==> config.mk <==
export PLATFORM = sky130hd
export DESIGN_NAME = subch_access
export DESIGN_NICKNAME = d
export VERILOG_FILES = /design/src/rtl/subch_access_pkg.sv /design/src/rtl/buf_if.sv /design/src/rtl/word_buffer.sv /design/src/rtl/subch_access.sv
export SDC_FILE = /design/constraint.sdc
export NUM_CORES = 1
export LEC_CHECK = 0
export BUFFER_PORTS_ARGS = -buffer_cell sky130_fd_sc_hd__buf_2
export CAP_MARGIN = 20
export CORE_MARGIN = 8
export CORE_UTILIZATION = 35
export DETAILED_ROUTE_END_ITERATION = 6
export SYNTH_ARGS = -nofsm -noshare
export SYNTH_HDL_FRONTEND = slang
export SYNTH_HIERARCHICAL = 1
export SYNTH_SLANG_ARGS = --single-unit
==> constraint.sdc <==
create_clock -name clk_in -period 2.55 [get_ports clk_in]
set_input_delay 0.51 -clock clk_in [delete_from_list [all_inputs] [get_ports clk_in]]
set_output_delay 0.51 -clock clk_in [all_outputs]
set_load 0.02 [all_outputs]
==> src/rtl/subch_access_pkg.sv <==
// Shared constants and types for the subchannel access ports.
// Assumes a framer and deframer that mark control word byte lanes.
package subch_access_pkg;

  // ************************************************************
  // Types
  // ************************************************************
  typedef logic [5:0] subch_t;
  typedef logic [7:0] bf_index_t;

  // ************************************************************
  // Hyperframe layout
  // ************************************************************
  localparam int     BYTE_W         = 8;
  localparam int     SUBCH_W        = 6;
  localparam subch_t CTRL_SUB_FIRST = 6'h04;
  localparam subch_t CTRL_SUB_LAST  = 6'h07;
  localparam subch_t VS_SUB_FIRST   = 6'h10;

  // ************************************************************
  // Reset values and buffering
  // ************************************************************
  localparam bf_index_t BF_INDEX_RST = 8'h00;
  localparam subch_t    SUBCH_RST    = 6'h00;
  localparam int        BUF_DEPTH    = 2;
  localparam logic [1:0] BUF_CNT_RST = 2'h0;
  localparam logic [1:0] BUF_CNT_FULL = 2'h2;

endpackage

==> src/rtl/buf_if.sv <==
// Link between the frame merge stage and the two-entry word buffer.
// Assumes one clock for both ends.
`timescale 1ns/1ns
`default_nettype none
interface buf_if #(parameter int W = 32);
  logic         push_valid;
  logic         push_ready;
  logic [W-1:0] push_data;
  logic         pop_valid;
  logic         pop_ready;
  logic [W-1:0] pop_data;
  logic [1:0]   count;

  modport store (input push_valid, push_data, pop_ready,
                 output push_ready, pop_valid, pop_data, count);
  modport user  (output push_valid, push_data, pop_ready,
                 input push_ready, pop_valid, pop_data, count);
endinterface
`default_nettype wire

==> src/rtl/word_buffer.sv <==
// Two-entry word buffer; the head entry is a register read directly.
// Assumes synchronous active low reset on the shared clock.
`timescale 1ns/1ns
`default_nettype none
module word_buffer #(
  parameter int W = 32
) (
  input  wire logic clk_in,
  input  wire logic nrst_in,
  buf_if.store      port
);
  import subch_access_pkg::*;

  logic [W-1:0] head_reg;
  logic [W-1:0] tail_reg;
  logic [1:0]   cnt_reg;
  logic [1:0]   cnt_next;
  logic         nonempty_reg;
  logic         push;
  logic         pop;

  // Valid comes from its own flop so the top output is registered
  assign port.push_ready = (cnt_reg != BUF_CNT_FULL);
  assign port.pop_valid  = nonempty_reg;
  assign cnt_next        = cnt_reg + {1'b0, push} - {1'b0, pop};
  assign port.pop_data   = head_reg;
  assign port.count      = cnt_reg;
  assign push = port.push_valid & port.push_ready;
  assign pop  = port.pop_valid & port.pop_ready;

  always_ff @(posedge clk_in) begin
    if (!nrst_in) begin
      cnt_reg      <= BUF_CNT_RST;
      nonempty_reg <= 1'b0;
    end else begin
      cnt_reg      <= cnt_next;
      nonempty_reg <= (cnt_next != BUF_CNT_RST);
    end
  end

  always_ff @(posedge clk_in) begin
    if (!nrst_in) begin
      head_reg <= '0;
      tail_reg <= '0;
    end else begin
      if (push && (cnt_reg == 2'h0 || (cnt_reg == 2'h1 && pop))) begin
        head_reg <= port.push_data;
      end else if (pop && cnt_reg == BUF_CNT_FULL) begin
        head_reg <= tail_reg;
      end
      if (push && ((cnt_reg == 2'h1 && !pop) || (cnt_reg == BUF_CNT_FULL))) begin
        tail_reg <= port.push_data;
      end
    end
  end
endmodule
`default_nettype wire

==> src/rtl/subch_access.sv <==
// Control and vendor-specific subchannel byte access ports.
// Assumes the framer marks control word lanes and gives the basic
// frame index of each word; all signals on the link-side clock.
`timescale 1ns/1ns
`default_nettype none
module subch_access #(
  parameter int DATA_W        = 32,
  parameter int WRITE_LATENCY = 1,
  parameter bit ENABLE_CTRL   = 1'b1,
  parameter bit ENABLE_VS     = 1'b1
) (
  input  wire logic                      clk_in,
  input  wire logic                      nrst_in,
  input  wire subch_access_pkg::subch_t  fast_cm_pointer_in,
  input  wire logic [DATA_W-1:0]         rx_word_in,
  input  wire logic                      rx_word_valid_in,
  input  wire logic [DATA_W/8-1:0]       rx_ctrl_lanes_in,
  input  wire subch_access_pkg::bf_index_t rx_bf_index_in,
  output logic [DATA_W/8-1:0]            control_sub_rx_byte_valid_out,
  output logic [DATA_W-1:0]              control_sub_rx_bytes_out,
  output logic [DATA_W/8-1:0]            vendor_sub_rx_byte_valid_out,
  output logic [DATA_W-1:0]              vendor_sub_rx_bytes_out,
  output subch_access_pkg::bf_index_t    rx_bf_index_out,
  input  wire logic [DATA_W-1:0]         tx_word_in,
  input  wire logic                      tx_word_valid_in,
  input  wire logic [DATA_W/8-1:0]       tx_ctrl_lanes_in,
  input  wire subch_access_pkg::bf_index_t tx_bf_index_in,
  output logic                           tx_src_ready_out,
  output subch_access_pkg::bf_index_t    tx_bf_index_out,
  output logic [DATA_W/8-1:0]            control_sub_tx_byte_ready_out,
  input  wire logic [DATA_W/8-1:0]       control_sub_tx_byte_valid_in,
  input  wire logic [DATA_W-1:0]         control_sub_tx_bytes_in,
  output logic [DATA_W/8-1:0]            vendor_sub_tx_byte_ready_out,
  input  wire logic [DATA_W/8-1:0]       vendor_sub_tx_byte_valid_in,
  input  wire logic [DATA_W-1:0]         vendor_sub_tx_bytes_in,
  output logic [DATA_W-1:0]              tx_word_out,
  output logic                           tx_word_valid_out,
  input  wire logic                      tx_word_ready_in
);
  import subch_access_pkg::*;

  localparam int LANES  = DATA_W / BYTE_W;
  localparam int STAGES = WRITE_LATENCY + 1;

  // ************************************************************
  // Subchannel decode
  // ************************************************************
  subch_t rx_sub;
  subch_t tx_sub;
  logic   rx_is_ctrl;
  logic   rx_is_vs;
  logic   tx_is_ctrl;
  logic   tx_is_vs;

  assign rx_sub = rx_bf_index_in[SUBCH_W-1:0];
  assign tx_sub = tx_bf_index_in[SUBCH_W-1:0];
  assign rx_is_ctrl = ENABLE_CTRL && rx_sub >= CTRL_SUB_FIRST
                      && rx_sub <= CTRL_SUB_LAST;
  assign tx_is_ctrl = ENABLE_CTRL && tx_sub >= CTRL_SUB_FIRST
                      && tx_sub <= CTRL_SUB_LAST;
  assign rx_is_vs = ENABLE_VS && rx_sub >= VS_SUB_FIRST
                    && rx_sub < fast_cm_pointer_in;
  assign tx_is_vs = ENABLE_VS && tx_sub >= VS_SUB_FIRST
                    && tx_sub < fast_cm_pointer_in;

  // ************************************************************
  // Receive extraction
  // ************************************************************
  always_ff @(posedge clk_in) begin
    if (!nrst_in) begin
      control_sub_rx_byte_valid_out <= '0;
      control_sub_rx_bytes_out      <= '0;
      vendor_sub_rx_byte_valid_out  <= '0;
      vendor_sub_rx_bytes_out       <= '0;
      rx_bf_index_out               <= BF_INDEX_RST;
    end else begin
      control_sub_rx_byte_valid_out <= (rx_word_valid_in && rx_is_ctrl)
                                       ? rx_ctrl_lanes_in : '0;
      vendor_sub_rx_byte_valid_out  <= (rx_word_valid_in && rx_is_vs)
                                       ? rx_ctrl_lanes_in : '0;
      if (rx_word_valid_in) begin
        rx_bf_index_out <= rx_bf_index_in;
      end
      // Disabled ports keep their data outputs at zero
      if (rx_word_valid_in && ENABLE_CTRL) begin
        control_sub_rx_bytes_out <= rx_word_in;
      end
      if (rx_word_valid_in && ENABLE_VS) begin
        vendor_sub_rx_bytes_out <= rx_word_in;
      end
    end
  end

  // ************************************************************
  // Transmit offer and latency pipeline
  // ************************************************************
  logic [DATA_W-1:0] st_word [STAGES];
  logic [LANES-1:0]  st_ctrl [STAGES];
  logic [LANES-1:0]  st_vs   [STAGES];
  logic [STAGES-1:0] st_v;
  logic              tx_accept;
  logic [3:0]        inflight_next;
  logic [STAGES-1:0] st_v_next;
  logic [3:0]        cnt_next;

  buf_if #(.W(DATA_W)) store_bus ();

  assign tx_accept = tx_word_valid_in & tx_src_ready_out;
  assign st_v_next = {st_v[STAGES-2:0], tx_accept};

  // Offer ready WRITE_LATENCY cycles ahead; the pipeline keeps the offered mask
  always_ff @(posedge clk_in) begin
    if (!nrst_in) begin
      control_sub_tx_byte_ready_out <= '0;
      vendor_sub_tx_byte_ready_out  <= '0;
      tx_bf_index_out               <= BF_INDEX_RST;
    end else begin
      control_sub_tx_byte_ready_out <= (tx_accept && tx_is_ctrl)
                                       ? tx_ctrl_lanes_in : '0;
      vendor_sub_tx_byte_ready_out  <= (tx_accept && tx_is_vs)
                                       ? tx_ctrl_lanes_in : '0;
      if (tx_accept) begin
        tx_bf_index_out <= tx_bf_index_in;
      end
    end
  end

  always_ff @(posedge clk_in) begin
    if (!nrst_in) begin
      st_v     <= '0;
      st_word[0] <= '0;
      st_ctrl[0] <= '0;
      st_vs[0]   <= '0;
    end else begin
      st_v       <= st_v_next;
      st_word[0] <= tx_word_in;
      st_ctrl[0] <= (tx_accept && tx_is_ctrl) ? tx_ctrl_lanes_in : '0;
      st_vs[0]   <= (tx_accept && tx_is_vs) ? tx_ctrl_lanes_in : '0;
    end
  end

  // Delay the offer by the write latency so data meets its slot
  for (genvar s = 1; s < STAGES; s++) begin : g_stage
    always_ff @(posedge clk_in) begin
      if (!nrst_in) begin
        st_word[s] <= '0;
        st_ctrl[s] <= '0;
        st_vs[s]   <= '0;
      end else begin
        st_word[s] <= st_word[s-1];
        st_ctrl[s] <= st_ctrl[s-1];
        st_vs[s]   <= st_vs[s-1];
      end
    end
  end

  // ************************************************************
  // Byte insertion
  // ************************************************************
  logic [DATA_W-1:0] merged;

  for (genvar i = 0; i < LANES; i++) begin : g_lane
    logic take_ctrl;
    logic take_vs;
    assign take_ctrl = st_ctrl[STAGES-1][i]
                       & control_sub_tx_byte_valid_in[i];
    assign take_vs   = st_vs[STAGES-1][i]
                       & vendor_sub_tx_byte_valid_in[i];
    assign merged[i*BYTE_W +: BYTE_W] =
      take_ctrl ? control_sub_tx_bytes_in[i*BYTE_W +: BYTE_W] :
      take_vs   ? vendor_sub_tx_bytes_in[i*BYTE_W +: BYTE_W] :
                  st_word[STAGES-1][i*BYTE_W +: BYTE_W];
  end

  // ************************************************************
  // Output buffer and source back-pressure
  // ************************************************************
  assign store_bus.push_valid = st_v[STAGES-1];
  assign store_bus.push_data  = merged;
  assign store_bus.pop_ready  = tx_word_ready_in;

  word_buffer #(.W(DATA_W)) u_buffer (
    .clk_in  (clk_in),
    .nrst_in (nrst_in),
    .port    (store_bus)
  );

  // Words in flight plus stored may never exceed the two entries
  always_comb begin
    inflight_next = 4'h0;
    for (int k = 0; k < STAGES; k++) begin
      inflight_next = inflight_next + {3'h0, st_v_next[k]};
    end
    cnt_next = {2'h0, store_bus.count}
               + {3'h0, store_bus.push_valid & store_bus.push_ready};
  end

  always_ff @(posedge clk_in) begin
    if (!nrst_in) begin
      tx_src_ready_out <= 1'b0;
    end else begin
      tx_src_ready_out <= (cnt_next + inflight_next) < 4'(BUF_DEPTH);
    end
  end

  assign tx_word_out       = store_bus.pop_data;
  assign tx_word_valid_out = store_bus.pop_valid;
endmodule
`default_nettype wire

==> flow_summary.json, run 1 <==
{
  "ys_seq_area_frac": 0.5077,
  "required_ps": 2980,
  "initial_utilization": 0.3577,
  "io_buffers": 300,
  "synth_area_leader_cell": "dfxtp_1",
  "ctsHoldBuffers": 0,
  "drc_errors": 0,
  "routed_wl_um": 23570,
  "synth_fp_nets": 1067,
  "path_class": "flop to flop",
  "grt_pass1_wl_um": 36530,
  "cts_setup_buffers": 0,
  "setup_ws_ps": 504.9,
  "path_clk_slew_ps": 60,
  "cts_sinks": 206,
  "synth_edf_count": 0,
  "synthDistinctLibCells": 39,
  "critical_path_arrival_ps": 2470,
  "syn_avg_cell_area_um2": 9.199,
  "yosysWarnings": 6,
  "dp.cells": 1396,
  "max-cap-violations": 0,
  "yosys-top-cells-count": "206 x dfxtp_1, 189 x nand2_1, 88 x and2_1, 71 x mux2i_1, 40 x nor2b_1",
  "setup_violations": 0,
  "p_per_area_nw_per_um2": 734.6,
  "start_kind": "flop",
  "numCtsBuffers": 23,
  "antenna-diode-count": 0,
  "antenna_found_initial": 1,
  "grt_max_degree": 68,
  "area_delta_synth_final_pct": 26.93,
  "cts_resized": 0,
  "die_area_um2": 28340,
  "finalCritPeriodShare": 0.8020,
  "slew_viol_final": 0,
  "timing.setup.tns_ps": 0,
  "grt_overflow": 0,
  "max_slew_margin": 0.6169,
  "worst_pin_slew_ps": 574.7,
  "grt_usage": 0.1595,
  "first_pass_iters": 5,
  "place_ws_ps": 426.5,
  "vdd_drop_max_v": 0.0004011,
  "clockBufferDepth": 3,
  "p_leak_nw": 4.848,
  "post-route-min-period_ps": 2045,
  "rows": 55,
  "synthCells": 883,
  "dpl.hpwl_um": 17380,
  "fill_cells": 2244,
  "die_w_um": 168.3,
  "synth.most_common_cell": "dfxtp_1",
  "place_congestion": 0.8309,
  "largest_register_ffs": 64,
  "grt_pass1_vias": 6693,
  "hold_violations": 0,
  "drt_iter0_markers": 308,
  "rsz0062_at_grt": "false",
  "drive_gt1_frac": 0.3090,
  "status": "complete, no violations",
  "nets": 1321,
  "io_pins": 301,
  "coreArea_um2": 22710,
  "min_path_type": "input port to flop",
  "hold_ws_ps": 206.5,
  "largest_register": "st_word",
  "wl_per_cell_um": 16.40,
  "async_flop_share": 0,
  "fmax_mhz": 489.0,
  "root_buffer": "clkbuf_16",
  "ys_ff_latch": 206,
  "skew_ps": 23.33,
  "setup.worst_path.end_class": "flop",
  "clk_latency_ps": 510,
  "ant_nets": 0,
  "synthesis.area_um2": 8123,
  "vias": 6623,
  "synth_top_area_frac": 0.5077,
  "cts_tree": "yes",
  "vias_per_cell": 4.609,
  "synth_flop_cell": "dfxtp_1",
  "cts-htree-levels": 1,
  "fp.dieH_um": 168.3,
  "synth_area_leaders": "dfxtp_1 51%, mux2i_1 8.7%, nand2_1 8.7%",
  "finalNonFillerCells": 1437,
  "crit_path_max_fanout": 7
}
## through the flow
step                      total power, mW  area, µm²    util
final                               7.574      10310  0.4540
after global placement              4.499       9577  0.4217
after detailed placement            4.512       9577  0.4217
after CTS                           7.681      10290  0.4531
after global routing                7.950      10310  0.4540
after floorplan                     4.149       8123       -
## final timing paths
kind | start | cells past startpoint | slack [ps] | to
setup reg to reg | u_buffer/port.count[0]$_SDFF_PN0_ | 6 | 500 | tx_src_ready_out$_SDFF_PN0_
hold reg to reg | st_word[0][15]$_SDFF_PN0_ | 1 | 420 | st_word[1][15]$_SDFF_PN0_
hold / removal | tx_word_in[13] | 2 | 210 | st_word[0][13]$_SDFF_PN0_
setup / recovery | u_buffer/port.count[0]$_SDFF_PN0_ | 6 | 500 | tx_src_ready_out$_SDFF_PN0_
## cell type report
type,instances,area [µm²],share of cell area
multi-input cells,580,3433,0.3330
clock buffers,35,680.7,0.06602
flip-flops and latches,206,4124,0.4000
repair buffers,315,1642,0.1592
clock inverters,5,32.53,0.003155
well taps,285,356.6,0.03459
inverters,11,41.29,0.004005
## critical path, stage by stage (launching register included)
cell      delay, ps
dfxtp_1         440
nand2b_4        190
and2_1          140
fa_1            400
and2_1          170
fa_1            440
nor3b_1         200
## cells in the final DEF (no fill, tap or decap), drive strengths merged
| cell type | count |
|---|---|
| a31oi | 33 |
| clkbuf | 35 |
| nor2 | 11 |
| o221ai | 1 |
| nor4 | 1 |
| o211ai | 2 |
| and2 | 88 |
| nand4 | 2 |
| o21a | 2 |
| ha | 11 |
| nor3b | 1 |
| o31a | 1 |
| fa | 2 |
| nand3b | 1 |
| dfxtp | 206 |
| and3 | 1 |
| nor2b | 40 |
| clkinv | 4 |
| a21oi | 35 |
| buf | 315 |
| a41oi | 1 |
| or2 | 1 |
| and4 | 1 |
| mux2i | 71 |
| and3b | 1 |
| nand2b | 4 |
| o21ai | 65 |
| xor2 | 1 |
| nand2 | 190 |
| a21boi | 9 |
| a211o | 2 |
| inv | 12 |
| nor3 | 2 |
## routing by layer
layer / routed length [µm] / vias up / track usage
li1: - / 3388 / -
met1: 10150 / 2945 / 0.1991
met2: 11100 / 261 / 0.2631
met3: 2041 / 27 / 0.05309
met4: 274 / 2 / 0.03416
met5: 11 / - / 0
## report_power, final
| group | internal (mW) | switching (mW) | leakage (nW) |
|---|---|---|---|
| clock network | 1.84 | 1.29 | 0.354 |
| registers | 3.39 | 0.103 | 1.69 |
| logic | 0.394 | 0.558 | 2.81 |
## cells by family after synthesis
group	after synthesis	synth area share
simple gates	344	0.2059
buf+inv	97	0.06978
xor+xnor	1	0.001078
fa+ha+maj	13	0.02187
flops	206	0.5077
mux	71	0.08749
compound gates	151	0.1061
Power figures use the tool's default switching activity.
==> run 2: changes to the inputs <==
==> constraint.sdc (replaced) <==
create_clock -name clk_in -period 1.8 [get_ports clk_in]
set_input_delay 0.36 -clock clk_in [delete_from_list [all_inputs] [get_ports clk_in]]
set_output_delay 0.36 -clock clk_in [all_outputs]
set_load 0.02 [all_outputs]
==> run 2 against run 1 <==
The flow now finishes with violations (setup timing). Critical endpoint unchanged. Worst hold slack got worse by 140 ps. Cell area increased by 1.7%. Global-route usage decreased by 0.082 points. Flip-flop and latch count unchanged. Sequential share of layout area decreased by 0.62 points. Routed wire length decreased by 1.0%. First-iteration DRC count increased by 42%.
==> flow_summary.json, run 2 (synthesis results as in run 1) <==
{
  "final_util": 0.4616,
  "area_delta_synth_final_pct": 29.05,
  "coreArea_um2": 22710,
  "timing.setup.tns_ps": -41.46,
  "status": "finished with violations",
  "initial_utilization": 0.3577,
  "fp.dieH_um": 168.3,
  "skew_ps": 13.33,
  "largest_register": "st_word",
  "cts_sinks": 206,
  "clkPwrFrac": 0.421,
  "io_buffers": 300,
  "required_ps": 2230,
  "numCtsBuffers": 24,
  "crit_path_max_fanout": 2,
  "layout_commonest_cell": "buf_2",
  "cts_tree": "yes",
  "path_clk_slew_ps": 60,
  "place_congestion": 0.8168,
  "grt_pass1_vias": 6738,
  "wl_per_cell_um": 16.14,
  "grt_use_met1": 0.1968,
  "first_pass_iters": 7,
  "final_cell_mix": "299 x buf_2, 203 x dfxtp_1, 188 x nand2_1",
  "setup_violations": 1,
  "vias_per_cell": 4.588,
  "critical_path_arrival_ps": 2270,
  "drt_iter0_markers": 438,
  "drc_errors": 0,
  "rsz0062_at_grt": "true",
  "hold_violations": 0,
  "clockBufferDepth": 3,
  "post-route-min-period_ps": 1841,
  "p_leak_nw": 4.933,
  "swShare": 0.2502,
  "cts_setup_buffers": 0,
  "path_class": "flop to flop",
  "hold_ws_ps": 63.62,
  "use_met2": 0.2546,
  "drive_gt1_frac": 0.3210,
  "setup_ws_ps": -41.46,
  "met3_usage": 0.05355,
  "grt_overflow": 0,
  "die_area_um2": 28340,
  "total_power_mw": 10.98,
  "ctsHoldBuffers": 0,
  "gr-max-usage-layer": "met2",
  "p_comb_frac": 0.130,
  "grt_max_degree": 73,
  "p_seq_frac": 0.449,
  "p_per_area_nw_per_um2": 1047,
  "vdd_drop_max_v": 0.0008044,
  "max-cap-violations": 0,
  "slew_viol_final": 0,
  "setup.worst_path.end_class": "flop",
  "grt_usage": 0.1586,
  "io_pins": 301,
  "antenna_found_initial": 3,
  "finalNonFillerCells": 1446,
  "cts-htree-levels": 1,
  "ant_nets": 0,
  "place_ws_ps": -112.3,
  "dp.cells": 1405,
  "largest_register_ffs": 64,
  "vias": 6634,
  "fmax_mhz": 543.0,
  "worst_pin_slew_ps": 547.3,
  "final_area_um2": 10480,
  "switchingPower_mw": 2.747,
  "start_kind": "flop",
  "root_buffer": "clkbuf_16",
  "clk_latency_ps": 500,
  "grt_pass1_wl_um": 36540,
  "dpl.hpwl_um": 17350,
  "violations": "setup timing",
  "internal_power_mw": 8.232,
  "post_dp_cell_area_um2": 9711,
  "max_slew_margin": 0.6351,
  "finalCritPeriodShare": 1.023,
  "rows": 55,
  "die_w_um": 168.3,
  "nets": 1330,
  "routed_wl_um": 23340,
  "min_path_type": "input port to flop"
}
## run 2: cell count changes in the layout (fill, tap and decap cells not counted), moves of 2 or more
| cell | delta |
|---|---|
| clkbuf_16 | +2 |
| dfxtp_2 | +3 |
| buf_12 | +3 |
| and2_4 | +2 |
| buf_4 | +5 |
| dfxtp_1 | -3 |
| diode_2 | +2 |
| clkinv_4 | +2 |
| clkbuf_8 | -2 |
| and2_1 | -2 |
## run 2: final timing paths
check	from	to	slack, ps	cells past startpoint
worst max-delay path	u_buffer/port.count[0]$_SDFF_PN0_	tx_src_ready_out$_SDFF_PN0_	-40	6
worst min-delay path	tx_word_in[8]	st_word[0][8]$_SDFF_PN0_	60	2
worst max register to register	u_buffer/port.count[0]$_SDFF_PN0_	tx_src_ready_out$_SDFF_PN0_	-40	6
worst min register to register	st_word[0][13]$_SDFF_PN0_	st_word[1][13]$_SDFF_PN0_	420	1
## run 2: final cells by class
class,instances,area (µm²)
inverters,11,46.29
repair buffers,323,1739
flip-flops and latches,206,4128
diodes,2,5.005
clock inverters,5,57.56
well taps,285,356.6
multi-input cells,580,3451
fillers,2218,12230
clock buffers,34,699.4
## run 2: power by group through the flow
stage	registers (mW)	logic, mW	clock network, mW
CTS	4.93	1.45	4.80
detailed placement	5.02	1.44	0
finish	4.93	1.43	4.62
global placement	5.02	1.43	0
floorplan	5.21	0.685	0
global route	4.95	1.59	4.96
## run 2: worst max-delay path, stage by stage (launching register included)
cell      delay (ps)
dfxtp_2          320
nand2b_4         140
and2_4           130
fa_1             420
and2_4           150
fa_1             460
nor3b_2          160
## run 2: routing by layer
layer  vias to the layer above  part of all wire
met1                      2948              0.44
met3                        45             0.086
met2                       238              0.45
li1                       3401                 -
met5                         -           0.00051
met4                         2             0.023
## run 2: timing repair
action | in CTS | in global routing
gates resized for setup | 3 | 0
pin swaps | 0 | 0
endpoints found under the setup margin | 1 | 1
gates cloned | 0 | 0
==> run 3: changes to the inputs <==
--- a/config.mk
+++ b/config.mk
@@ -5,11 +5,13 @@
 export SDC_FILE = /design/constraint.sdc
 export NUM_CORES = 1
 export LEC_CHECK = 0
+export ABC_AREA = 1
 export BUFFER_PORTS_ARGS = -buffer_cell sky130_fd_sc_hd__buf_2
 export CAP_MARGIN = 20
 export CORE_MARGIN = 8
-export CORE_UTILIZATION = 35
+export CORE_UTILIZATION = 45
 export DETAILED_ROUTE_END_ITERATION = 6
+export PLACE_DENSITY = 0.76
 export SYNTH_ARGS = -nofsm -noshare
 export SYNTH_HDL_FRONTEND = slang
 export SYNTH_HIERARCHICAL = 1
==> run 3 against run 2 <==
Sequential power barely moved. Via count increased by 17%. The flow now finishes without violations. Worst setup slack improved by 75 ps. Cell area is 4.2% higher. Critical path depth up 3. Global-route usage grew 4.0 points. Critical path type unchanged. Clock skew is 5.3 ps higher. Routed wire length grew 6.5%. Highest routed layer unchanged.
==> flow_summary.json, run 3 <==
{
  "largest_register": "st_word",
  "cts-htree-levels": 1,
  "synthDistinctLibCells": 24,
  "hold_violations": 0,
  "grt_max_degree": 66,
  "post_dp_cell_area_um2": 10140,
  "synth_area_leader_cell": "dfxtp_1",
  "synthesis.area_um2": 8613,
  "path_clk_slew_ps": 60,
  "async_flop_share": 0,
  "r2r_slack_ps": 30,
  "p_leak_nw": 5.792,
  "min_path_type": "input port to flop",
  "setup_violations": 0,
  "drive_gt1_frac": 0.3130,
  "critical_path_arrival_ps": 2180,
  "finalNonFillerCells": 1649,
  "area_delta_synth_final_pct": 26.82,
  "reg2reg_to": "tx_src_ready_out$_SDFF_PN0_",
  "rsz0062_at_grt": "true",
  "dp.cells": 1604,
  "crit_path_max_fanout": 3,
  "clk_latency_ps": 500,
  "ys_ff_latch": 206,
  "coreArea_um2": 18770,
  "yosys-top-cells-count": "264 x nand2_1, 206 x dfxtp_1, 152 x nor2_1, 145 x inv_1, 96 x nand3_1",
  "finalCritPeriodShare": 0.9814,
  "vdd_drop_max_v": 0.0007681,
  "root_buffer": "clkbuf_16",
  "skew_ps": 18.62,
  "grt_pass1_wl_um": 38690,
  "fill_cells": 1716,
  "place_congestion": 0.8971,
  "synth.most_common_cell": "nand2_1",
  "worst_pin_slew_ps": 461.8,
  "synth_edf_count": 0,
  "slowest_stage": "fa_1",
  "io_buffers": 300,
  "required_ps": 2210,
  "endpoint": "tx_src_ready_out$_SDFF_PN0_",
  "worstReg2RegStart": "u_buffer/port.count[0]$_SDFF_PN0_",
  "dpl.hpwl_um": 18890,
  "start_kind": "flop",
  "routed_wl_um": 24850,
  "clockBufferDepth": 3,
  "largest_register_ffs": 64,
  "antenna_found_initial": 3,
  "grt_pass1_vias": 7702,
  "final_area_um2": 10920,
  "drt_iter0_markers": 281,
  "drc_errors": 0,
  "critPathMaxStageDelay_ps": 480,
  "grt_usage": 0.1982,
  "max-cap-violations": 0,
  "wl_per_cell_um": 15.07,
  "fp.dieH_um": 154.4,
  "cts_tree": "yes",
  "rr_worst_depth": 9,
  "nets": 1579,
  "initial_utilization": 0.4589,
  "startpoint": "u_buffer/port.count[0]$_SDFF_PN0_",
  "ant_nets": 0,
  "total_power_mw": 11.12,
  "layout_commonest_cell": "buf_2",
  "io_pins": 301,
  "multiInputGateArea_um2": 3403,
  "cp_cell_sequence": "inv_2 > nand2_2 > nand2_1 > inv_1 > fa_1 > nand2_1 > inv_1 > fa_1 > nor3_2",
  "status": "complete, no violations",
  "synth_fp_nets": 1317,
  "first_pass_iters": 5,
  "synth_flop_cell": "dfxtp_1",
  "syn_avg_cell_area_um2": 7.602,
  "cts_sinks": 206,
  "p_per_area_nw_per_um2": 1018,
  "max_slew_margin": 0.6914,
  "path_class": "flop to flop",
  "final_util": 0.5820,
  "post-route-min-period_ps": 1767,
  "setup.worst_path.end_class": "flop",
  "die_area_um2": 23820,
  "die_w_um": 154.4,
  "ys_seq_area_frac": 0.4788,
  "synthCells": 1133,
  "final-seq-area_um2": 4128,
  "numCtsBuffers": 23,
  "vias_per_cell": 4.690,
  "vias": 7733,
  "yosysWarnings": 6,
  "fmax_mhz": 566.1,
  "slew_viol_final": 0,
  "cts_setup_buffers": 0,
  "synth_top_area_frac": 0.4788,
  "grt_overflow": 0,
  "synth_area_leaders": "dfxtp_1 48%, nand2_1 12%, nor2_1 6.6%",
  "rows": 50,
  "final_cell_mix": "299 x buf_2, 262 x nand2_1, 203 x dfxtp_1"
}
==> run 3: worst max-delay path: cells and delay by family, from the launching register on <==
kind	cells	cell delay, ps
fa+ha+maj	2	900
buf+inv	3	160
flops	1	330
simple gates	4	290
==> run 3: logic make-up after synthesis <==
logic type | after synthesis | synth area share
adders and majority gates | 13 | 0.02063
DFF | 206 | 0.4788
and+or+nand+nor | 551 | 0.2818
buffers and inverters | 237 | 0.1278
AOI/OAI and AO/OA | 126 | 0.09093
==> run 3: metrics by stage <==
step                setup slack, ps  hold slack (ps)  TNS, ps
floorplan                     4.489            390.5        0
global placement             -26.33            395.5   -26.33
detailed placement           -85.06            394.7   -85.06
CTS                           11.25            16.75        0
global route                 -39.78            28.40   -39.78
finish                        33.47            36.29        0
==> run 3: routing by layer <==
layer  vias up  share of wire  track usage
li1       4026              -            -
met1      3374           0.38       0.2175
met2       291           0.49       0.3492
met3        40           0.10      0.07607
met4         2          0.022      0.05833
met5         -        0.00052            0
==> run 3: final cells by class <==
class | instances | share of cell area
inverters | 149 | 0.05120
flip-flops and latches | 206 | 0.3779
well taps | 234 | 0.02680
diodes | 3 | 0.0006873
multi-input cells | 690 | 0.3116
clock buffers | 30 | 0.05876
clock inverters | 12 | 0.01134
repair buffers | 325 | 0.1617
==> run 3: power breakdown <==
group / internal [mW] / switching (mW)
clock: 2.81 / 1.84
sequential: 4.78 / 0.117
combinational: 0.538 / 1.04
==> run 3: how the worst min path moves through the flow <==
stage	from	endpoint	slack, ps	depth (start not counted)
finish	tx_word_in[10]	st_word[0][10]$_SDFF_PN0_	40	3
detailed placement	st_word[0][18]$_SDFF_PN0_	st_word[1][18]$_SDFF_PN0_	390	2
global placement	st_word[0][20]$_SDFF_PN0_	st_word[1][20]$_SDFF_PN0_	400	2
global route	tx_word_in[0]	st_word[0][0]$_SDFF_PN0_	30	3
floorplan	st_word[0][0]$_SDFF_PN0_	st_word[1][0]$_SDFF_PN0_	390	2
CTS	tx_word_in[10]	st_word[0][10]$_SDFF_PN0_	20	3
==> run 3: repair_timing <==
item / 4_1_cts / 5_1_grt
pin swaps: 0 / 0
hold buffers: 0 / 0
endpoints found under the setup margin: 1 / 1
gates resized for setup: 1 / 2
